<file path="config.mk">
export PLATFORM = sky130hd
export DESIGN_NAME = pcd_decoder
export DESIGN_NICKNAME = d
export VERILOG_FILES = /design/src/design/pcd_pkg.sv /design/src/design/pcd_field_parse.sv /design/src/design/pcd_decoder.sv
export SDC_FILE = /design/constraint.sdc
export NUM_CORES = 1
export LEC_CHECK = 0
export BUFFER_PORTS_ARGS = -buffer_cell sky130_fd_sc_hd__buf_4
export CAP_MARGIN = 20
export CORE_AREA = 2 2 106 108
export CTS_CLUSTER_SIZE = 20
export DETAILED_ROUTE_END_ITERATION = 8
export DIE_AREA = 0 0 108 110
export PLACE_DENSITY_LB_ADDON = 0.3
export SYNTH_ARGS = -nofsm -noshare
export SYNTH_HDL_FRONTEND = slang
export SYNTH_SLANG_ARGS = --single-unit
</file>
<file path="constraint.sdc">
create_clock -name mclk -period 2.4 [get_ports mclk]
set_input_delay 0.12 -clock mclk [delete_from_list [all_inputs] [get_ports mclk]]
set_output_delay 0.12 -clock mclk [all_outputs]
set_load 0.1 [all_outputs]
</file>
<file path="src/design/pcd_pkg.sv">
// Package of the packet command decoder: opcodes, field positions,
// fixed checks and the carriers shared by the decoder and its parser.
// Assumes one 100 MHz clock and a 12-byte command packet.
package pcd_pkg;

    localparam int PCD_PKT_BYTES = 12;

    // Task-file command codes
    localparam logic [7:0] PCD_TF_STBY_A   = 8'h94;
    localparam logic [7:0] PCD_TF_STBY_B   = 8'he0;

    // Packet operation codes
    localparam logic [7:0] PCD_OP_ERASE    = 8'h2c;
    localparam logic [7:0] PCD_OP_FORMAT   = 8'h04;
    localparam logic [7:0] PCD_OP_INQUIRY  = 8'h12;
    localparam logic [7:0] PCD_OP_MSEL     = 8'h55;
    localparam logic [7:0] PCD_OP_MSENSE   = 8'h5a;
    localparam logic [7:0] PCD_OP_PREVENT  = 8'h1e;
    localparam logic [7:0] PCD_OP_READ10   = 8'h28;
    localparam logic [7:0] PCD_OP_READ12   = 8'ha8;
    localparam logic [7:0] PCD_OP_RDCAP    = 8'h25;
    localparam logic [7:0] PCD_OP_RDFMTCAP = 8'h23;
    localparam logic [7:0] PCD_OP_RDDEFECT = 8'h37;
    localparam logic [7:0] PCD_OP_RDLONG   = 8'h3e;
    localparam logic [7:0] PCD_OP_RCVDIAG  = 8'h1c;
    localparam logic [7:0] PCD_OP_REQSENSE = 8'h03;
    localparam logic [7:0] PCD_OP_SNDDIAG  = 8'h1d;
    localparam logic [7:0] PCD_OP_SEEK10   = 8'h2b;
    localparam logic [7:0] PCD_OP_STARTSTP = 8'h1b;
    localparam logic [7:0] PCD_OP_SYNCCACH = 8'h35;
    localparam logic [7:0] PCD_OP_TUR      = 8'h00;
    localparam logic [7:0] PCD_OP_VERIFY   = 8'h2f;
    localparam logic [7:0] PCD_OP_WRITE10  = 8'h2a;
    localparam logic [7:0] PCD_OP_WRITE12  = 8'haa;
    localparam logic [7:0] PCD_OP_WRVERIFY = 8'h2e;
    localparam logic [7:0] PCD_OP_WRBUF    = 8'h3b;
    localparam logic [7:0] PCD_OP_WRLONG   = 8'h3f;

    // Field positions in the command packet
    localparam int PCD_LUN_MSB      = 7;
    localparam int PCD_LUN_LSB      = 5;
    localparam int PCD_FORMAT_PARAMS_PRESENT_BIT  = 4;
    localparam int PCD_COMPLETE_LIST_FLAG_BIT  = 3;
    localparam int PCD_DLF_MSB      = 2;
    localparam int PCD_ALLOC_BYTE   = 4;

    // Fields of the format parameter list header
    localparam int PCD_SKIP_CERTIFICATION_BIT     = 5;
    localparam int PCD_EARLY_COMPLETION_BIT    = 1;

    // Fixed values checked by the format path, and the parameter list size
    localparam logic [2:0]  PCD_DLF_ONLY     = 3'h7;
    localparam logic [15:0] PCD_DEFLIST_LEN  = 16'h0008;
    localparam int          PCD_PARAM_BYTES  = 12;

    // Parsed packet carrier
    typedef struct packed {
        logic [7:0]  opcode;
        logic [2:0]  logical_unit_field;
        logic [31:0] lba;
        logic [15:0] xfer_len;
        logic        format_params_present;
        logic        complete_list_flag;
        logic [2:0]  defect_list_format;
        logic [7:0]  alloc_len;
    } pcd_pkt_s;

    // Parsed format parameter list carrier
    typedef struct packed {
        logic        skip_certification;
        logic        early_completion;
        logic [15:0] defect_list_len;
        logic [31:0] num_blocks;
        logic [23:0] block_len;
    } pcd_fmt_s;

    typedef enum logic [2:0] {
        PCD_IDLE  = 3'b000,
        PCD_PARAM = 3'b001,
        PCD_WORK  = 3'b011,
        PCD_DONE  = 3'b010,
        PCD_FMTBG = 3'b110
    } pcd_state_e;

    typedef enum logic [1:0] {
        PCD_ST_GOOD    = 2'h0,
        PCD_ST_CHECK   = 2'h1,
        PCD_ST_ABORTED = 2'h2
    } pcd_status_e;

endpackage : pcd_pkg

</file>
<file path="src/design/pcd_field_parse.sv">
// Field extractor: splits the command packet and parameter list bytes
// into the carriers. Inputs are flat byte vectors, byte 0 in bits 7:0.
`timescale 1ns/100ps
module pcd_field_parse
    import pcd_pkg::*;
(
    // Raw bytes
    input  wire logic [8*PCD_PKT_BYTES-1:0]   pkt_bytes,
    input  wire logic [8*PCD_PARAM_BYTES-1:0] param_bytes,
    // Parsed fields
    output pcd_pkt_s                          pkt,
    output pcd_fmt_s                          fmt
);
    function automatic logic [7:0] pb(input int i);
        pb = pkt_bytes[8*i +: 8];
    endfunction : pb

    function automatic logic [7:0] qb(input int i);
        qb = param_bytes[8*i +: 8];
    endfunction : qb

    always_comb begin
        pkt.opcode                = pb(0);
        pkt.logical_unit_field    = pkt_bytes[8+PCD_LUN_MSB:8+PCD_LUN_LSB];
        pkt.lba                   = {pb(2), pb(3), pb(4), pb(5)};
        pkt.xfer_len              = {pb(7), pb(8)};
        pkt.format_params_present = pkt_bytes[8+PCD_FORMAT_PARAMS_PRESENT_BIT];
        pkt.complete_list_flag    = pkt_bytes[8+PCD_COMPLETE_LIST_FLAG_BIT];
        pkt.defect_list_format    = pkt_bytes[8+PCD_DLF_MSB:8];
        pkt.alloc_len             = pb(PCD_ALLOC_BYTE);
        // Interleave in bytes 3-4 is never extracted
        fmt.skip_certification    = param_bytes[8+PCD_SKIP_CERTIFICATION_BIT];
        fmt.early_completion      = param_bytes[8+PCD_EARLY_COMPLETION_BIT];
        fmt.defect_list_len       = {qb(2), qb(3)};
        fmt.num_blocks            = {qb(4), qb(5), qb(6), qb(7)};
        fmt.block_len             = {qb(9), qb(10), qb(11)};
    end

endmodule : pcd_field_parse

</file>
<file path="src/design/pcd_decoder.sv">
// Packet command decoder: validates task-file and packet commands,
// steers erase, format and inquiry jobs, and reports status.
// Assumes the host adapter presents whole packets and parameter lists
// with one-cycle strobes, and the media engine answers with done pulses.
`timescale 1ns/100ps
module pcd_decoder
    import pcd_pkg::*;
#(
    parameter int          INQ_LEN  = 36,
    parameter logic [31:0] CAP_BLKS = 32'h0000_1000,
    parameter logic [23:0] CAP_BLEN = 24'h000800
)(
    // Clock and reset
    input  wire logic                          mclk,
    input  wire logic                          rst_b,
    // Task-file command
    input  wire logic                          tf_cmd_valid,
    input  wire logic [7:0]                    tf_cmd_code,
    // Packet and parameter list
    input  wire logic                          pkt_valid,
    input  wire logic [8*PCD_PKT_BYTES-1:0]    pkt_bytes,
    input  wire logic                          param_valid,
    input  wire logic [8*PCD_PARAM_BYTES-1:0]  param_bytes,
    // Unit attention
    input  wire logic                          unit_attn_set,
    input  wire logic                          unit_attn_clr,
    // Media engine
    input  wire logic                          media_done,
    // Outputs to host side
    output logic                               cmd_done,
    output pcd_status_e                        cmd_status,
    output logic                               param_req,
    output logic                               status_ready,
    output logic                               standby,
    output logic                               unit_attn,
    // Outputs to media engine
    output logic                               erase_start,
    output logic [31:0]                        erase_lba,
    output logic [15:0]                        erase_count,
    output logic                               format_start,
    output logic                               format_certify,
    output logic                               inq_start,
    output logic [7:0]                         inq_bytes
);
    ////////////////////////////////////////////////////////////////////
    pcd_pkt_s   pkt;
    pcd_fmt_s   fmt;

    pcd_field_parse u_parse (
        .pkt_bytes   (pkt_bytes),
        .param_bytes (param_bytes),
        .pkt         (pkt),
        .fmt         (fmt)
    );

    function automatic logic op_known(input logic [7:0] op);
        case (op)
            PCD_OP_ERASE, PCD_OP_FORMAT, PCD_OP_INQUIRY, PCD_OP_MSEL,
            PCD_OP_MSENSE, PCD_OP_PREVENT, PCD_OP_READ10, PCD_OP_READ12,
            PCD_OP_RDCAP, PCD_OP_RDFMTCAP, PCD_OP_RDDEFECT, PCD_OP_RDLONG,
            PCD_OP_RCVDIAG, PCD_OP_REQSENSE, PCD_OP_SNDDIAG, PCD_OP_SEEK10,
            PCD_OP_STARTSTP, PCD_OP_SYNCCACH, PCD_OP_TUR, PCD_OP_VERIFY,
            PCD_OP_WRITE10, PCD_OP_WRITE12, PCD_OP_WRVERIFY, PCD_OP_WRBUF,
            PCD_OP_WRLONG: op_known = 1'b1;
            default:       op_known = 1'b0;
        endcase
    endfunction : op_known

    ////////////////////////////////////////////////////////////////////
    pcd_state_e   state_r,  state_nxt;
    pcd_status_e  status_r, status_nxt;
    logic         done_r,   done_nxt;
    logic         preq_r,   preq_nxt;
    logic         ready_r,  ready_nxt;
    logic         stby_r,   stby_nxt;
    logic         ua_r,     ua_nxt;
    logic         es_r,     es_nxt;
    logic [31:0]  elba_r,   elba_nxt;
    logic [15:0]  ecnt_r,   ecnt_nxt;
    logic         fs_r,     fs_nxt;
    logic         fcert_r,  fcert_nxt;
    logic         is_r,     is_nxt;
    logic [7:0]   ib_r,     ib_nxt;
    logic         imm_r,    imm_nxt;
    logic [7:0]   inq_len8;

    assign inq_len8 = 8'(INQ_LEN);

    always_comb begin
        state_nxt  = state_r;
        status_nxt = status_r;
        done_nxt   = 1'b0;
        preq_nxt   = 1'b0;
        ready_nxt  = ready_r;
        stby_nxt   = stby_r;
        es_nxt     = 1'b0;
        elba_nxt   = elba_r;
        ecnt_nxt   = ecnt_r;
        fs_nxt     = 1'b0;
        fcert_nxt  = fcert_r;
        is_nxt     = 1'b0;
        ib_nxt     = ib_r;
        imm_nxt    = imm_r;
        // Set wins over clear; inquiry never clears it
        ua_nxt     = unit_attn_set | (ua_r & ~unit_attn_clr);
        case (state_r)
            PCD_IDLE: begin
                if (tf_cmd_valid) begin
                    done_nxt = 1'b1;
                    if (tf_cmd_code == PCD_TF_STBY_A ||
                        tf_cmd_code == PCD_TF_STBY_B) begin
                        stby_nxt   = 1'b1;
                        status_nxt = PCD_ST_GOOD;
                    end else begin
                        status_nxt = PCD_ST_ABORTED;
                    end
                end else if (pkt_valid) begin
                    stby_nxt = 1'b0;
                    if (!op_known(pkt.opcode)) begin
                        done_nxt   = 1'b1;
                        status_nxt = PCD_ST_CHECK;
                    end else if (pkt.logical_unit_field != 3'h0) begin
                        done_nxt   = 1'b1;
                        status_nxt = PCD_ST_CHECK;
                    end else if (pkt.opcode == PCD_OP_ERASE) begin
                        status_nxt = PCD_ST_GOOD;
                        if (pkt.xfer_len == 16'h0000) begin
                            done_nxt = 1'b1;
                        end else begin
                            es_nxt    = 1'b1;
                            elba_nxt  = pkt.lba;
                            ecnt_nxt  = pkt.xfer_len;
                            state_nxt = PCD_WORK;
                        end
                    end else if (pkt.opcode == PCD_OP_FORMAT) begin
                        if (pkt.complete_list_flag) begin
                            done_nxt   = 1'b1;
                            status_nxt = PCD_ST_CHECK;
                        end else if (pkt.format_params_present) begin
                            if (pkt.defect_list_format != PCD_DLF_ONLY) begin
                                done_nxt   = 1'b1;
                                status_nxt = PCD_ST_CHECK;
                            end else begin
                                preq_nxt  = 1'b1;
                                state_nxt = PCD_PARAM;
                            end
                        end else begin
                            // Defaults, no list, interleave unused
                            fs_nxt     = 1'b1;
                            fcert_nxt  = 1'b1;
                            imm_nxt    = 1'b0;
                            status_nxt = PCD_ST_GOOD;
                            ready_nxt  = 1'b0;
                            state_nxt  = PCD_WORK;
                        end
                    end else if (pkt.opcode == PCD_OP_INQUIRY) begin
                        is_nxt     = 1'b1;
                        ib_nxt     = (pkt.alloc_len < inq_len8) ?
                                     pkt.alloc_len : inq_len8;
                        status_nxt = PCD_ST_GOOD;
                        state_nxt  = PCD_WORK;
                    end else begin
                        // Other listed commands handled elsewhere
                        done_nxt   = 1'b1;
                        status_nxt = PCD_ST_GOOD;
                    end
                end
            end
            PCD_PARAM: begin
                preq_nxt = ~param_valid;
                if (param_valid) begin
                    if (fmt.defect_list_len != PCD_DEFLIST_LEN) begin
                        done_nxt   = 1'b1;
                        status_nxt = PCD_ST_CHECK;
                        state_nxt  = PCD_IDLE;
                    end else if (fmt.num_blocks != CAP_BLKS ||
                                 fmt.block_len != CAP_BLEN) begin
                        done_nxt   = 1'b1;
                        status_nxt = PCD_ST_CHECK;
                        state_nxt  = PCD_IDLE;
                    end else begin
                        fs_nxt     = 1'b1;
                        fcert_nxt  = ~fmt.skip_certification;
                        imm_nxt    = fmt.early_completion;
                        status_nxt = PCD_ST_GOOD;
                        ready_nxt  = 1'b0;
                        if (fmt.early_completion) begin
                            done_nxt  = 1'b1;
                            state_nxt = PCD_FMTBG;
                        end else begin
                            state_nxt = PCD_WORK;
                        end
                    end
                end
            end
            PCD_WORK: begin
                if (media_done) begin
                    done_nxt  = 1'b1;
                    ready_nxt = 1'b1;
                    state_nxt = PCD_DONE;
                end
            end
            PCD_FMTBG: begin
                if (media_done) begin
                    ready_nxt = 1'b1;
                    state_nxt = PCD_DONE;
                end
            end
            PCD_DONE: begin
                state_nxt = PCD_IDLE;
            end
            default: begin
                state_nxt = PCD_IDLE;
            end
        endcase
    end

    always_ff @(posedge mclk) begin
        if (!rst_b) begin
            state_r  <= PCD_IDLE;
            status_r <= PCD_ST_GOOD;
            done_r   <= 1'b0;
            preq_r   <= 1'b0;
            ready_r  <= 1'b1;
            stby_r   <= 1'b0;
            ua_r     <= 1'b0;
            es_r     <= 1'b0;
            elba_r   <= 32'h0000_0000;
            ecnt_r   <= 16'h0000;
            fs_r     <= 1'b0;
            fcert_r  <= 1'b1;
            is_r     <= 1'b0;
            ib_r     <= 8'h00;
            imm_r    <= 1'b0;
        end else begin
            state_r  <= state_nxt;
            status_r <= status_nxt;
            done_r   <= done_nxt;
            preq_r   <= preq_nxt;
            ready_r  <= ready_nxt;
            stby_r   <= stby_nxt;
            ua_r     <= ua_nxt;
            es_r     <= es_nxt;
            elba_r   <= elba_nxt;
            ecnt_r   <= ecnt_nxt;
            fs_r     <= fs_nxt;
            fcert_r  <= fcert_nxt;
            is_r     <= is_nxt;
            ib_r     <= ib_nxt;
            imm_r    <= imm_nxt;
        end
    end

    assign cmd_done       = done_r;
    assign cmd_status     = status_r;
    assign param_req      = preq_r;
    assign status_ready   = ready_r;
    assign standby        = stby_r;
    assign unit_attn      = ua_r;
    assign erase_start    = es_r;
    assign erase_lba      = elba_r;
    assign erase_count    = ecnt_r;
    assign format_start   = fs_r;
    assign format_certify = fcert_r;
    assign inq_start      = is_r;
    assign inq_bytes      = ib_r;
endmodule : pcd_decoder

</file>
==> impl_results.md <==
- Total GRT Usage: 19.0%
- Xor/xnor share of the synthesized area: 0.256%
- Cell breakdown of the critical path: nor2_1 > nand2_1 > nor2_1 > nand4_1 > nor4_1 > nor3_1
- Post-synth cell types: 52
- Fin crit period: 2130 ps
- Share of layout cells above drive strength 1: 38.0%
- Worst slew pin tran: 903 ps
- Pint: 1850 uW
- Input/output buffers: 220
- CP endpoint kind: flip-flop
- Adder-cell area share of the yosys netlist: 0%
- Top FF cell, synth: dfxtp_1
- Final period util: 88.9%
- R2R setup slack: 270 ps
- Drt first pass iters: 4
- Worst hold endpoint: erase_lba[17]$_SDFFE_PN0P_
- Root buffer cell: clkbuf_8
- Max_cap viols: 0
- GPL Wtd Cong: 0.927
- Ys async rst share: 0%
- Final setup vio count: 0
- Slowest stage delay, CP: 410 ps
- Routed Antenna Nets: 0
- Final #Nets: 864
- Grt met2 use: 35.9%
- Critical path startpoint category: flip-flop
- Clock power frac: 37.7%
- Grt peak-use layer: met2
- Post-Syn Area: 3420 sq um
- RSZ-0062 raised after global routing: false
- First-pass GRT wire length: 17900 um
- Final worst slack: 267 ps
- Most frequent CP cell: nor2_1
- Initial cell density of the core: 31.9%
- Maximum clock frequency: 469 MHz
- Hold_buf cts: 1
- Setup CP Type: reg2reg
- FP Rows: 38
- Post-synth EDFFs: 0
- Residual overflow from global routing: 0
- Final wirelength: 11800 um
- Inserted Diodes: 0
- Largest family of logic cells by synthesized area: simple AND/OR/NAND/NOR gates
- Leakage: 0.00221 uW
- Mapped Nets: 652
- R2r endpoint: inq_bytes[5]$_SDFFE_PN0P_
- Register area share after synthesis: 41.0%
- Met1 usage: 20.2%
- Vias in the first global route: 3904
- Post-synthesis simple-gate area fraction: 37.4%
- Die X: 108 um
- CTS tree: done
- Reg2Reg Depth: 6
- Avg Inst Size Synth: 7.69 sq um
- 1st-iter DRT viols: 301
- Antenna violations before repair: 0
- Post-synthesis compound-gate area fraction: 17.1%
- Mux cell area share after synthesis: 0%
- Syn-to-layout area delta: 57.9%
- Fin. Hold Viols: 0
- Routed vias/inst: 5.24
- Logic pwr share: 15.2%
- Worst path required time: 2600 ps
- Setup repair bufs after CTS: 0
- Final Max Slew Viols: 0
- Reg2Reg Launch Point: state_r[1]$_SDFFE_PN0P_
- CTS buffer count: 9
- Filler instances: 1027
- CTS Buffer Depth: 2
- NetSw: 632 uW
- H-tree levels: 3
- Post-route setup TNS: 0 ps
- Num ports: 275
- CP delay by family, top: simple AND/OR/NAND/NOR gates
- Grt met3 use: 4.17%
- Slew HR: 39.8%
- Clock Skew: 11.5 ps
- DPL Wire Length: 9340 um
- CP max FO: 11
- Core Box Area: 10700 sq um
- Dpl ws: 275 ps
- Crit-path slowest cell: dfxtp_1
- Synth Instances: 444
- DRC violations left: 0
- Hold path cells: 3
- Hold slack: 19.5 ps
- CTS sink count: 70
- Critical path buffers and inverters: 0
- DR vias: 4196
- Peak VDD IR: 0.252 mV
- Die area: 11900 sq um
- Pwr per Cell Area: 459 nW/um^2
- Largest net degree at the start of global routing: 52
- CP arrival: 2330 ps
- Clock-pin slew on the worst setup and hold paths: 80 ps
- Sequential Power Share: 47.1%
- Die Height: 110 um
- Worst skew pair latency: 340 ps
- HP Class: in2reg
- Post-CTS Resized: 0
- Yosys warnings: 0
- Status: finished clean
- Yosys reg bits: 70
- Sw Share: 25.5%
- Hold path start: pkt_bytes[25]
- Drt wl/cell: 14.7 um
cell families after synthesis:
logic type | Yosys count
AOI/OAI and AO/OA | 95
xor gates and xnor gates | 1
buffers and inverters | 31
DFF | 70
and+or+nand+nor | 247
worst min-delay path, cell delays in order:
cell and delay [ps]:
buf_4 110, nand2_1 40, a21oi_1 50
worst max path at each step:
stage	endpoint	slack, ps	start	cells past startpoint
detailed placement	inq_bytes[5]$_SDFFE_PN0P_	270	state_r[1]$_SDFFE_PN0P_	6
finish	inq_bytes[5]$_SDFFE_PN0P_	270	state_r[1]$_SDFFE_PN0P_	6
CTS	inq_bytes[5]$_SDFFE_PN0P_	260	state_r[1]$_SDFFE_PN0P_	6
global placement	inq_bytes[2]$_SDFFE_PN0P_	380	state_r[1]$_SDFFE_PN0P_	6
floorplan	cmd_status[0]$_SDFFE_PN0P_	560	state_r[0]$_SDFFE_PN0P_	7
global route	inq_bytes[2]$_SDFFE_PN0P_	60	state_r[1]$_SDFFE_PN0P_	6
cell usage in the layout, fill, tap and decap left out, types with 6 or more instances in the layout:
cell type / instances
and3_1: 6
clkbuf_8: 9
nand4_1: 11
nand2_1: 111
a21oi_1: 62
buf_4: 224
nor4_1: 36
nand3_1: 16
nor2_1: 18
nor4b_1: 7
o21ai_0: 6
dfxtp_1: 70
nor3_1: 10
routing by layer:
| metal | vias up | routed length, um |
|---|---|---|
| li1 | 2059 | - |
| met1 | 1904 | 4460 |
| met2 | 209 | 6010 |
| met3 | 24 | 1040 |
| met4 | 0 | 284 |
| met5 | - | 0 |
synth_stat cells (all sizes together), types with 7 or more instances:
master	n	area (sq um)
nor2	18	67.6
nor4	38	259
dfxtp	70	1400
buf	11	67.6
nand3	17	85.1
nand4	11	68.8
a21oi	62	310
nor3	10	50.1
clkbuf	15	56.3
nor4b	7	61.3
nand2	111	417
registers in the layout, summed over array words and instances, names as in the netlist:
name            count
cmd_done            1
cmd_status          2
erase_count        16
erase_lba          32
erase_start         1
format_certify      1
format_start        1
inq_bytes           8
inq_start           1
param_req           1
standby             1
state_r             3
status_ready        1
unit_attn           1
metrics by stage:
step	area [sq um]	std cells	total power (uW)	utilization, %
floorplan	3420	444	1310	-
global placement	5190	784	1560	48.5
detailed placement	5190	784	1570	48.5
CTS	5390	801	2510	50.4
global route	5390	801	2590	50.4
finish	5390	801	2480	50.4
final cells by class:
| class | instances | area (sq um) | area share (%) |
|---|---|---|---|
| clock buffer | 10 | 128 | 2.37 |
| clock inverter | 6 | 62.6 | 1.16 |
| inverter | 5 | 18.8 | 0.348 |
| multi-input combinational | 343 | 1880 | 34.8 |
| sequential | 70 | 1400 | 26.0 |
| tap | 140 | 175 | 3.25 |
| timing repair buffer | 227 | 1730 | 32.1 |
power groups by stage:
stage               Sequential [uW]  Combinational (uW)  Clock [uW]
finish                         1170                 376         933
global route                   1170                 402        1020
CTS                            1170                 376         968
detailed placement             1200                 373           0
global placement               1200                 367           0
floorplan                      1230                83.2           0
Note: power is estimated with default switching activity, not from simulation.
